File: config.mk
export PLATFORM = sky130hd
export DESIGN_NAME = itsc_target
export DESIGN_NICKNAME = d
export VERILOG_FILES = /design/src/logic/itsc_fifo.v /design/src/logic/itsc_target.v
export VERILOG_INCLUDE_DIRS = /design/src /design/src/common
export SDC_FILE = /design/constraint.sdc
export NUM_CORES = 1
export LEC_CHECK = 0
export BUFFER_PORTS_ARGS = -buffer_cell sky130_fd_sc_hd__buf_2
export CAP_MARGIN = 10
export CELL_PAD_IN_SITES_DETAIL_PLACEMENT = 0
export CELL_PAD_IN_SITES_GLOBAL_PLACEMENT = 1
export CORE_AREA = 4 4 224 226
export CTS_CLUSTER_DIAMETER = 150
export DETAILED_ROUTE_END_ITERATION = 10
export DIE_AREA = 0 0 228 230
export GPL_TIMING_DRIVEN = 0
export HOLD_SLACK_MARGIN = 0.15
export PLACE_DENSITY_LB_ADDON = 0.1
export SYNTH_ARGS = -nofsm -noshare
export SYNTH_HDL_FRONTEND = slang
export SYNTH_SLANG_ARGS = --single-unit
File: constraint.sdc
create_clock -name ref_clk -period 9.1 [get_ports ref_clk]
set_clock_uncertainty 0.05 [all_clocks]
set_input_delay 0 -clock ref_clk [delete_from_list [all_inputs] [get_ports ref_clk]]
set_output_delay 0 -clock ref_clk [all_outputs]
set_load 0.01 [all_outputs]
File: src/common/itsc_regs.vh
// constants of the serial-bus target with clock stretching and crc
// assumes the includer runs on a 250 MHz core clock
`ifndef ITSC_REGS_VH
`define ITSC_REGS_VH

// ----------------------------------------------------------------
// timing
// ----------------------------------------------------------------
`define ITSC_CLK_KHZ        250000
`define ITSC_STRETCH_MAX_MS 5
`define ITSC_STRETCH_CYC    (`ITSC_STRETCH_MAX_MS * `ITSC_CLK_KHZ)

// ----------------------------------------------------------------
// crc
// ----------------------------------------------------------------
`define ITSC_CRC_INIT       8'hff
`define ITSC_CRC_POLY       8'h07

// ----------------------------------------------------------------
// control word, first byte (control word bits 23..16)
// ----------------------------------------------------------------
`define ITSC_CW_DIR_BIT     7
`define ITSC_CW_CRC_BIT     6
`define ITSC_CW_LEN_HI      5
`define ITSC_CW_LEN_LO      4
`define ITSC_CW_BYTES       4'h3

// ----------------------------------------------------------------
// transmit buffer
// ----------------------------------------------------------------
`define ITSC_TXF_WIDTH      8
`define ITSC_TXF_DEPTH      32
`define ITSC_TXF_AW         5

`endif

File: src/logic/itsc_fifo.v
// fifo with valid/ready on both sides and registered read data
// assumes a single clock and a synchronous active-low reset
`timescale 1ns/1ps

module itsc_fifo #(
	parameter WIDTH = 8,
	parameter DEPTH = 32,
	parameter AW    = 5
) (
	// clock and reset
	input  wire             clk,
	input  wire             rst_n,
	input  wire             flush,
	// fill side
	input  wire             in_valid,
	output wire             in_ready,
	input  wire [WIDTH-1:0] in_data,
	// drain side
	output wire             out_valid,
	input  wire             out_ready,
	output wire [WIDTH-1:0] out_data
);

	reg [WIDTH-1:0] mem [0:DEPTH-1];
	reg [AW:0]      wptr_r;
	reg [AW:0]      rptr_r;
	reg [WIDTH-1:0] dout_r;
	reg             dval_r;
	wire            mem_empty;
	wire            push;
	wire            load;

	assign mem_empty = (wptr_r == rptr_r);
	assign in_ready  = (wptr_r - rptr_r) != DEPTH[AW:0];
	assign push      = in_valid & in_ready;
	// output stage refills when empty or taken this cycle
	assign load      = ~mem_empty & (~dval_r | out_ready);
	assign out_valid = dval_r;
	assign out_data  = dout_r;

	always @(posedge clk) begin
		if (push)
			mem[wptr_r[AW-1:0]] <= in_data;
	end

	always @(posedge clk) begin
		if (!rst_n || flush) begin
			wptr_r <= {(AW+1){1'b0}};
			rptr_r <= {(AW+1){1'b0}};
			dval_r <= 1'b0;
			dout_r <= {WIDTH{1'b0}};
		end else begin
			if (push)
				wptr_r <= wptr_r + 1'b1;
			if (load) begin
				dout_r <= mem[rptr_r[AW-1:0]];
				rptr_r <= rptr_r + 1'b1;
				dval_r <= 1'b1;
			end else if (out_ready)
				dval_r <= 1'b0;
		end
	end

endmodule // itsc_fifo

File: src/logic/itsc_target.v
// serial-bus target: address match, clock stretching, crc check and append
// assumes the bus pins are open drain, resolved outside; user logic on ref_clk
//
// Behaviour
// - hold clock low while any stretch condition
// - address match raises start event, stretch, ack
// - new start waits behind unserviced receive event
// - second byte stretches until first serviced
// - read stretches until transmit buffer holds data
// - stretch ends after 5 ms
// - crc8 poly 0x07, initial value 0xff
// - write crc mismatch raises wr_crc_bad instead of wr_done; bytes already handed on
// - read sends crc byte after last data
// - read crc covers both addresses, control, data
// - control bit 22 enables crc byte
// - bits 21-20 set length, msb first
`timescale 1ns/1ps
`include "itsc_regs.vh"

module itsc_target #(
	parameter STRETCH_CYC = `ITSC_STRETCH_CYC
) (
	// clock and reset
	input  wire       ref_clk,
	input  wire       arst_n,
	// own address
	input  wire [6:0] own_addr,
	// bus pins, open drain
	input  wire       scl_in,
	output wire       scl_out,
	output wire       scl_oe,
	input  wire       sda_in,
	output wire       sda_out,
	output wire       sda_oe,
	// start event
	output wire       start_evt,
	input  wire       start_ack,
	// receive event
	output wire       rx_evt,
	output wire [7:0] rx_data,
	output wire       rx_ctrl,
	input  wire       rx_ack,
	// write outcome and abort of any transfer
	output wire       wr_done,
	output wire       wr_crc_bad,
	output wire       xfer_abort,
	// transmit buffer fill
	input  wire       tx_valid,
	output wire       tx_ready,
	input  wire [7:0] tx_data
);

	localparam S_IDLE  = 4'h0;
	localparam S_ADDR  = 4'h1;
	localparam S_AHOLD = 4'h2;
	localparam S_ACK   = 4'h3;
	localparam S_RX    = 4'h4;
	localparam S_RHOLD = 4'h5;
	localparam S_THOLD = 4'h6;
	localparam S_TX    = 4'h7;
	localparam S_MACK  = 4'h8;

	// ----------------------------------------------------------------
	// crc step
	// ----------------------------------------------------------------
	function [7:0] crc8;
		input [7:0] c;
		input [7:0] d;
		integer     i;
		reg   [7:0] r;
		begin
			r = c ^ d;
			for (i = 0; i < 8; i = i + 1)
				r = r[7] ? ((r << 1) ^ `ITSC_CRC_POLY) : (r << 1);
			crc8 = r;
		end
	endfunction

	// ----------------------------------------------------------------
	// reset release and pin synchronisers
	// ----------------------------------------------------------------
	reg  [1:0] rst_sync_r;
	wire       rst_n;
	reg        scl_m_r, scl_s_r, scl_q_r;
	reg        sda_m_r, sda_s_r, sda_q_r;

	always @(posedge ref_clk or negedge arst_n) begin
		if (!arst_n)
			rst_sync_r <= 2'b00;
		else
			rst_sync_r <= {rst_sync_r[0], 1'b1};
	end
	assign rst_n = rst_sync_r[1];

	always @(posedge ref_clk) begin
		if (!rst_n) begin
			{scl_m_r, scl_s_r, scl_q_r} <= 3'b111;
			{sda_m_r, sda_s_r, sda_q_r} <= 3'b111;
		end else begin
			{scl_m_r, scl_s_r, scl_q_r} <= {scl_in, scl_m_r, scl_s_r};
			{sda_m_r, sda_s_r, sda_q_r} <= {sda_in, sda_m_r, sda_s_r};
		end
	end

	wire scl_rise = scl_s_r & ~scl_q_r;
	wire scl_fall = ~scl_s_r & scl_q_r;
	wire bus_start = scl_s_r & scl_q_r & sda_q_r & ~sda_s_r;
	wire bus_stop  = scl_s_r & scl_q_r & ~sda_q_r & sda_s_r;

	// ----------------------------------------------------------------
	// transmit buffer
	// ----------------------------------------------------------------
	wire       txf_valid;
	wire [7:0] txf_data;
	reg        txf_pop;
	reg        txf_flush;

	itsc_fifo #(
		.WIDTH (`ITSC_TXF_WIDTH),
		.DEPTH (`ITSC_TXF_DEPTH),
		.AW    (`ITSC_TXF_AW)
	) i_itsc_fifo (
		.clk       (ref_clk),
		.rst_n     (rst_n),
		.flush     (txf_flush),
		.in_valid  (tx_valid),
		.in_ready  (tx_ready),
		.in_data   (tx_data),
		.out_valid (txf_valid),
		.out_ready (txf_pop),
		.out_data  (txf_data)
	);

	// ----------------------------------------------------------------
	// protocol engine
	// ----------------------------------------------------------------
	reg [3:0]  state_r, ack_next_r;
	reg [7:0]  sh_r, tx_sh_r, crc_r, rx_data_r;
	reg [3:0]  bit_r, byte_r, len_r;
	reg        rd_r, crc_en_r, wr_op_r, nack_r, sda_drv_r;
	reg        st_pend_r, st_wait_r, rx_pend_r, rx_ctrl_r;
	reg        wr_done_r, crc_bad_r, abort_r;
	reg [31:0] tmo_r;

	wire stretching = (state_r == S_AHOLD) | (state_r == S_RHOLD) |
		(state_r == S_THOLD);
	wire timeout = stretching & (tmo_r >= STRETCH_CYC - 1);
	// payload bytes after the control word; crc byte follows when enabled
	wire [3:0] data_end = `ITSC_CW_BYTES + len_r;
	wire       rx_is_crc = crc_en_r & (byte_r == data_end);

	assign scl_out    = 1'b0;
	assign sda_out    = 1'b0;
	assign scl_oe     = stretching;
	assign sda_oe     = sda_drv_r;
	assign start_evt  = st_pend_r;
	assign rx_evt     = rx_pend_r;
	assign rx_data    = rx_data_r;
	assign rx_ctrl    = rx_ctrl_r;
	assign wr_done    = wr_done_r;
	assign wr_crc_bad = crc_bad_r;
	assign xfer_abort = abort_r;

	always @* begin
		txf_pop   = (state_r == S_THOLD) & txf_valid & (byte_r < len_r);
		txf_flush = (state_r == S_AHOLD) & ~rd_r & (tmo_r == 32'h0);
	end

	always @(posedge ref_clk) begin
		if (!rst_n || !stretching)
			tmo_r <= 32'h0;
		else
			tmo_r <= tmo_r + 32'h1;
	end

	always @(posedge ref_clk) begin
		if (!rst_n) begin
			state_r    <= S_IDLE;
			ack_next_r <= S_IDLE;
			sh_r       <= 8'h00;
			tx_sh_r    <= 8'h00;
			crc_r      <= `ITSC_CRC_INIT;
			rx_data_r  <= 8'h00;
			bit_r      <= 4'h0;
			byte_r     <= 4'h0;
			len_r      <= 4'h2;
			rd_r       <= 1'b0;
			crc_en_r   <= 1'b0;
			wr_op_r    <= 1'b0;
			nack_r     <= 1'b0;
			sda_drv_r  <= 1'b0;
			st_pend_r  <= 1'b0;
			st_wait_r  <= 1'b0;
			rx_pend_r  <= 1'b0;
			rx_ctrl_r  <= 1'b0;
			wr_done_r  <= 1'b0;
			crc_bad_r  <= 1'b0;
			abort_r    <= 1'b0;
		end else begin
			wr_done_r <= 1'b0;
			crc_bad_r <= 1'b0;
			abort_r   <= 1'b0;
			// service clears, a new set in the same cycle wins
			if (start_ack)
				st_pend_r <= 1'b0;
			if (rx_ack)
				rx_pend_r <= 1'b0;
			// start event queued behind an older receive event
			// an older start still pending keeps the new one queued
			if (st_wait_r && !rx_pend_r && !st_pend_r) begin
				st_pend_r <= 1'b1;
				st_wait_r <= 1'b0;
			end
			if (timeout) begin
				state_r   <= S_IDLE;
				sda_drv_r <= 1'b0;
				st_wait_r <= 1'b0;
				abort_r   <= 1'b1;
			end else if (bus_start) begin
				state_r   <= S_ADDR;
				bit_r     <= 4'h0;
				sda_drv_r <= 1'b0;
			end else if (bus_stop) begin
				state_r   <= S_IDLE;
				sda_drv_r <= 1'b0;
			end else begin
				case (state_r)
				S_ADDR, S_RX: begin
					if (scl_rise) begin
						sh_r  <= {sh_r[6:0], sda_s_r};
						bit_r <= bit_r + 4'h1;
					end else if (scl_fall && bit_r == 4'h8) begin
						if (state_r == S_RX)
							state_r <= S_RHOLD;
						else if (sh_r[7:1] == own_addr) begin
							state_r   <= S_AHOLD;
							rd_r      <= sh_r[0];
							st_wait_r <= 1'b1;
							// write address restarts crc, read address continues it
							crc_r <= sh_r[0] ? crc8(crc_r, sh_r) :
								crc8(`ITSC_CRC_INIT, sh_r);
						end else
							state_r <= S_IDLE;
					end
				end
				S_AHOLD: begin
					if (!st_wait_r && !st_pend_r) begin
						state_r    <= S_ACK;
						sda_drv_r  <= 1'b1;
						byte_r     <= 4'h0;
						ack_next_r <= rd_r ? S_THOLD : S_RX;
					end
				end
				S_ACK: begin
					if (scl_fall) begin
						sda_drv_r <= 1'b0;
						bit_r     <= 4'h0;
						state_r   <= ack_next_r;
					end
				end
				S_RHOLD: begin
					if (!wr_op_r && byte_r >= `ITSC_CW_BYTES && rx_is_crc) begin
						// crc byte is checked, never handed on
						wr_done_r <= (sh_r == crc_r);
						crc_bad_r <= (sh_r != crc_r);
						byte_r    <= byte_r + 4'h1;
						state_r   <= S_ACK;
						sda_drv_r <= 1'b1;
						ack_next_r <= S_RX;
					end else if (!rx_pend_r) begin
						rx_data_r <= sh_r;
						rx_ctrl_r <= (byte_r < `ITSC_CW_BYTES);
						rx_pend_r <= 1'b1;
						crc_r     <= crc8(crc_r, sh_r);
						if (byte_r == 4'h0) begin
							wr_op_r  <= sh_r[`ITSC_CW_DIR_BIT];
							crc_en_r <= sh_r[`ITSC_CW_CRC_BIT];
							case (sh_r[`ITSC_CW_LEN_HI:`ITSC_CW_LEN_LO])
							2'b00:   len_r <= 4'h2;
							2'b01:   len_r <= 4'h4;
							default: len_r <= 4'h8;
							endcase
						end
						if (byte_r >= `ITSC_CW_BYTES && !crc_en_r && !wr_op_r &&
							byte_r == data_end - 4'h1)
							wr_done_r <= 1'b1;
						if (byte_r != 4'hf)
							byte_r <= byte_r + 4'h1;
						state_r    <= S_ACK;
						sda_drv_r  <= 1'b1;
						ack_next_r <= S_RX;
					end
				end
				S_THOLD: begin
					bit_r <= 4'h0;
					if (byte_r < len_r) begin
						if (txf_valid) begin
							tx_sh_r   <= txf_data;
							crc_r     <= crc8(crc_r, txf_data);
							sda_drv_r <= ~txf_data[7];
							state_r   <= S_TX;
						end
					end else if (crc_en_r && byte_r == len_r) begin
						tx_sh_r   <= crc_r;
						sda_drv_r <= ~crc_r[7];
						state_r   <= S_TX;
					end else
						state_r <= S_IDLE;
				end
				S_TX: begin
					if (scl_fall) begin
						if (bit_r == 4'h7) begin
							sda_drv_r <= 1'b0;
							state_r   <= S_MACK;
						end else begin
							tx_sh_r   <= {tx_sh_r[6:0], 1'b0};
							sda_drv_r <= ~tx_sh_r[6];
							bit_r     <= bit_r + 4'h1;
						end
					end
				end
				S_MACK: begin
					if (scl_rise)
						nack_r <= sda_s_r;
					else if (scl_fall) begin
						byte_r  <= byte_r + 4'h1;
						state_r <= nack_r ? S_IDLE : S_THOLD;
					end
				end
				default: state_r <= S_IDLE;
				endcase
			end
		end
	end

endmodule // itsc_target

==> metrics.txt, run 1 <==
DP HPWL 29400 um; P per Cell Area 243 nW/um2; clock latency on the worst-skew pair 0.57 ns; Data arrival, critical path 5.27 ns; worst path bufs/invs 5; share of cells above drive strength 1 13.6%; Max-Slew Margin vs Limit 24.9%; mux contribution to synthesized area 11.7%; Synth Area in Compound Gates 6.94%; largest family of logic cells by synthesized area multiplexers; fin crit period 5.12 ns; die area 52400 um2; Worst path slowest cell nor2_1; crit path kind flip-flop to flip-flop; setup TNS 0 ns; post-CTS setup repair buffer count 0; Starting Density 34.7%; dpl ws 3.85 ns; Placer Congestion 0.808; initial antenna violation count 0; final std cells w/o fill 2036; Synthesis Warnings 0; final hold violations 0; CTS root buf clkbuf_16; Top Layer Used met4; TritonCTS sink count 377; Synth Cell Area 16800 um2; Remaining DRCs 0; H-tree Lvls 2; EDFF count, synth 256; area share of fa/ha/maj cells after synthesis 1.94%; vias after detailed routing 10500; initial drt markers 511; Max Slew Vio Count 0; layout net count 1429; Post-Synth XOR/XNOR Area 5.24%; Die X 228 um; Total GRT Usage 16.5%; WL met2 21200 um; maxcap violations 0; Num CTS Buffers 44; Worst Path Max Fanout 10; final core area utilization 40.2%; crit path cell chain buf_1 > clkbuf_1 > inv_1 > ha_1 > nor2b_1 > o211a_1 > o211a_1 > o221a_2 > inv_2 > clkbuf_1 > nand3_1 > nor2_1; pin count of the biggest net entering global routing 33; final worst setup slack 3.98 ns; Buffers on Ports 38; Max Fclk 195 MHz; RSZ-0062 raised after global routing false; CTS tree yes; Tightest Hold Check Type input pin to async pin; FF+latch count, synth 377; syn avg cell area 13.2 um2; Synth Area in Simple Gates 11.5%; ys flop type edfxtp_1; VDD IR max 0.000151 V; Die H 230 um; Gate Count Post-Synth 1274; final WL 43400 um; Final Total Pwr 4.73 mW; kind of end point of the critical path flip-flop; post-route ant nets 0; synthesis-to-layout area growth 15.9%; drt wl/cell 21.3 um; # rows 81; first-pass GRT wire length 66700 um; Vias/cell 5.15; clock transition at the registers of the reported paths 0.06 ns; fin crit share 56.3%; Largest stage delay, worst path 0.86 ns; P_leak 6.69 nW; Least-Margin Pin Slew 1.13 ns; ys async rst share 0.531%; TritonRoute pass-1 iters 5; # setup viols final 0; Placed Cells 1936; # diodes 0; kind of start point of the critical path flip-flop; WL met3 1570 um; clock tree buffer depth 3; CP Data Required Time 9.24 ns; vias in the first global route 10700; post-synthesis sequential area ratio 60.3%; Netlist cell types 76; Std-Cell Core Area 48300 um2; PostCTS Resize Cnt 0; I/O pin count 41; CTS Hold Bufs 21; delay-heaviest family, CP buffers and inverters; Metal-1 WL 19400 um; Remaining Overflow, GRT 0; status completed
## worst paths after layout
kind,from,endpoint,slack (ns),cells after the start
hold / removal,arst_n,rst_sync_r[0],0.22,3
hold reg to reg,rst_sync_r[0],rst_sync_r[1],0.30,0
max in group asynchronous,arst_n,rst_sync_r[1],8.66,3
setup reg to reg,i_itsc_fifo.rptr_r[1],i_itsc_fifo.mem[22][5],3.98,12
setup / recovery,i_itsc_fifo.rptr_r[1],i_itsc_fifo.mem[22][5],3.98,12
min in group ref_clk,start_ack,start_evt,0.22,5
## worst reg2reg max path, stage by stage, from the launching register on
cell      delay, ns
dfxtp_1        0.41
buf_1          0.53
clkbuf_1       0.59
inv_1          0.11
ha_1           0.34
nor2b_1        0.16
o211a_1        0.23
o211a_1        0.21
o221a_2        0.31
inv_2          0.07
clkbuf_1       0.33
nand3_1        0.54
nor2_1         0.86
## where the power goes
part	leakage, nW	internal (mW)	switching (mW)
Combinational	2.67	0.428	0.566
Sequential	3.29	1.88	0.0493
Clock	0.728	1.10	0.716
Total	6.69	3.40	1.33
## flip-flops by register name, summed over array words and instances, names as in the netlist, 2 cells and up
register,count
rst_sync_r,2
tx_sh_r,7
i_itsc_fifo.rptr_r,6
byte_r,4
i_itsc_fifo.out_data,8
i_itsc_fifo.mem,256
rx_data,8
crc_r,8
sh_r,8
state_r,4
tmo_r,32
len_r,3
i_itsc_fifo.wptr_r,6
bit_r,4
ack_next_r,2
## layout make-up
type	count	area, um2
Fill cell	4592	28900
Timing Repair Buffer	60	410
Clock buffer	51	1140
Multi-Input combinational cell	804	6280
Sequential cell	377	10100
Inverter	28	105
Tap cell	622	778
Buffer	66	272
Clock inverter	28	339
## through the flow
| stage | cell area (um2) | hold slack, ns |
|---|---|---|
| finish | 19400 | 0.223 |
| global route | 19400 | 0.233 |
| CTS | 19400 | 0.184 |
| detailed placement | 17800 | -0.263 |
| global placement | 17700 | -0.265 |
| floorplan | 16800 | -0.346 |
## placed cells by master, fill, tap and decap left out, types with 17 or more instances in the layout
| cell type | n |
|---|---|
| ha_1 | 26 |
| mux4_2 | 64 |
| mux2i_1 | 50 |
| nor2_1 | 129 |
| nor3_1 | 32 |
| nand3_1 | 41 |
| dlygate4sd3_1 | 21 |
| xnor2_1 | 54 |
| edfxtp_1 | 256 |
| clkbuf_1 | 51 |
| nand2_1 | 72 |
| dfxtp_1 | 119 |
| xor2_1 | 41 |
| o22ai_1 | 17 |
| clkbuf_16 | 44 |
| inv_1 | 21 |
| buf_2 | 45 |
| a21oi_1 | 49 |
## synthesized netlist by cell type, types with 16 or more instances
| master | instances | share of area [%] |
|---|---|---|
| edfxtp_1 | 256 | 46 |
| inv_1 | 21 | 0.47 |
| mux4_2 | 64 | 8.6 |
| nand3_1 | 41 | 1.2 |
| nand4_1 | 16 | 0.60 |
| mux2i_1 | 50 | 3.0 |
| nor2_1 | 129 | 2.9 |
| ha_1 | 26 | 1.9 |
| dfxtp_1 | 119 | 14 |
| a21oi_1 | 49 | 1.5 |
| clkbuf_1 | 45 | 1.0 |
| xnor2_1 | 54 | 2.8 |
| nor3_1 | 32 | 0.95 |
| nand2_1 | 72 | 1.6 |
| xor2_1 | 41 | 2.1 |
| o22ai_1 | 17 | 0.63 |
## routing by layer
metal	global-route usage, %	vias to the layer above
met2	28.0	169
met3	2.51	64
met4	5.32	0
li1	-	5040
met5	0	-
met1	21.8	5205
## kinds of logic (layout without fill, tap and decap cells)
group                      Yosys count  in the layout
and+or+nand+nor                    391            391
DFF                                377            377
AOI/OAI and AO/OA                  171            171
muxes                              116            116
xor gates and xnor gates            97             97
buffers and inverters               94            233
adders and majority gates           26             26
other                                2              3
No activity file was read; power rests on OpenSTA's default activity.
==> inputs of run 2 (changes only) <==
Clock period 9.1 ns to 5.3 ns, I/O delays scaled along.
==> run 2 against run 1 <==
Worst hold slack improved by 0.00069 ns; maximum frequency fell by 0.88%; cell area rose by 0.22%; non-clock buffer count did not move; sequential cell count did not move; sequential share of layout area fell by 0.11 points; sequential power rose by 72%; die area did not move; via count fell by 0.35%; core utilization rose by 0.088 points; worst setup slack got worse by 3.8 ns.
==> metrics.txt, run 2 (synthesis results as in run 1) <==
total placed instance area 17800 um2 (unchanged); Num CTS Buffers 44 (unchanged); kind of end point of the critical path flip-flop (unchanged); Filler Cell Count 4589 (was 4592); Worst Path Max Fanout 10 (unchanged); Vias/cell 5.13 (was 5.15); WL met3 1430 um (was 1570 um); dpl ws 0.0474 ns (was 3.85 ns); H-tree Lvls 2 (unchanged); Die X 228 um (unchanged); max reg flops 256 (unchanged); Max Fclk 194 MHz (was 195 MHz); vias after detailed routing 10400 (was 10500); # diodes 0 (unchanged); # setup viols final 0 (unchanged); clock latency on the worst-skew pair 0.58 ns (was 0.57 ns); kind of start point of the critical path flip-flop (unchanged); Remaining DRCs 0 (unchanged); I/O pin count 41 (unchanged); commonest non-fill, non-tap cell in the layout edfxtp_1 (unchanged); Data arrival, critical path 5.31 ns (was 5.27 ns); CTS root buf clkbuf_16 (unchanged); P_leak 6.68 nW (was 6.69 nW); CTS tree yes (unchanged); DP HPWL 29400 um (unchanged); clock transition at the registers of the reported paths 0.06 ns (about the same); vias in the first global route 10700 (unchanged); Top Layer Used met4 (unchanged); WL met2 21200 um (about the same); RSZ-0062 raised after global routing true (was false); first-pass GRT wire length 66700 um (unchanged); Starting Density 34.7% (unchanged); clock tree buffer depth 3 (unchanged); crit path kind flip-flop to flip-flop (unchanged); fin crit share 97.5% (was 56.3%); VDD IR max 0.000257 V (was 0.000151 V); setup TNS 0 ns (unchanged); Tightest Hold Check Type input pin to flip-flop (was input pin to async pin); Final Cell Area 19500 um2 (was 19400 um2); Buffers on Ports 38 (unchanged); initial drt markers 514 (was 511); Total GRT Usage 16.5% (unchanged); TritonRoute pass-1 iters 5 (unchanged); final hold violations 0 (unchanged); CP Data Required Time 5.44 ns (was 9.24 ns); Max-Slew Margin vs Limit 25.0% (was 24.9%); Remaining Overflow, GRT 0 (unchanged); synthesis-to-layout area growth 16.2% (was 15.9%); maxcap violations 0 (unchanged); Std-Cell Core Area 48300 um2 (unchanged); Least-Margin Pin Slew 1.13 ns (about the same); share of cells above drive strength 1 14.8% (was 13.6%); Max Slew Vio Count 0 (unchanged); Die H 230 um (unchanged); drt wl/cell 21.2 um (was 21.3 um); commonest cells after routing, fill and taps aside 256 x edfxtp_1, 119 x dfxtp_1, 112 x nor2_1 (was 256 x edfxtp_1, 129 x nor2_1, 119 x dfxtp_1); final WL 43200 um (was 43400 um); P per Cell Area 417 nW/um2 (was 243 nW/um2); fin crit period 5.17 ns (was 5.12 ns); post-route ant nets 0 (unchanged); die area 52400 um2 (unchanged); initial antenna violation count 0 (unchanged); final worst setup slack 0.134 ns (was 3.98 ns); # rows 81 (unchanged); Metal-1 WL 19400 um (about the same); layout net count 1429 (unchanged); status completed (unchanged); Final Total Pwr 8.12 mW (was 4.73 mW); Placer Congestion 0.808 (unchanged); pin count of the biggest net entering global routing 33 (unchanged); TritonCTS sink count 377 (unchanged)
-- run 2: cell count changes in the layout (fill, tap and decap cells not counted) --
cell    previous run  this run
nor2_1           129       112
nor2_2             0        17
-- run 2: path summary, 6_finish.rpt --
check,end,cells after the start,slack (ns),from
worst max-delay path,i_itsc_fifo.mem[2][2],12,0.13,i_itsc_fifo.rptr_r[1]
worst min-delay path,start_evt,5,0.22,start_ack
worst max register to register,i_itsc_fifo.mem[2][2],12,0.13,i_itsc_fifo.rptr_r[1]
worst min register to register,rst_sync_r[1],0,0.30,rst_sync_r[0]
max in group asynchronous,rst_sync_r[1],3,4.86,arst_n
min in group asynchronous,rst_sync_r[0],3,0.23,arst_n
-- run 2: layout make-up --
class | count | area [um2] | area share, %
flip-flops and latches | 377 | 10100 | 51.9
multi-input cells | 804 | 6320 | 32.4
clock buffers | 51 | 1140 | 5.84
well taps | 622 | 778 | 3.99
repair buffers | 60 | 410 | 2.11
clock inverters | 28 | 339 | 1.74
plain buffers | 66 | 272 | 1.39
inverters | 28 | 105 | 0.539
-- run 2: critical path: stages, from the launching register on --
cell	delay, ns
dfxtp_1	0.41
buf_1	0.55
clkbuf_1	0.62
inv_1	0.11
ha_1	0.34
nor2b_1	0.16
o211a_1	0.23
o211a_1	0.21
o221a_2	0.31
inv_2	0.07
clkbuf_1	0.33
nand3_1	0.53
nor2_1	0.85
-- run 2: power breakdown --
group          internal [mW]  switching [mW]  total (mW)
logic                  0.736           0.974        1.71
clock network           1.88            1.22        3.11
registers               3.22          0.0851        3.31
-- run 2: timing repair --
action | CTS | global route
gates resized for setup | 0 | 17
setup endpoints to repair | 0 | 192
hold buffers | 21 | 0
endpoints found under the hold margin | 268 | 0
setup buffers | 0 | 0
-- run 2: through the flow --
| stage | util [%] | hold WS [ns] | instances |
|---|---|---|---|
| floorplan | - | -0.346 | 1275 |
| global placement | 36.7 | -0.265 | 1935 |
| detailed placement | 36.7 | -0.263 | 1936 |
| CTS | 40.2 | 0.184 | 2036 |
| global route | 40.3 | 0.233 | 2036 |
| finish | 40.3 | 0.224 | 2036 |
-- run 2: routing by layer --
layer / vias to the layer above / global-route usage, %
met5: - / 0
met4: 0 / 5.32
met3: 64 / 2.51
met2: 147 / 28.0
met1: 5186 / 21.8
li1: 5044 / -
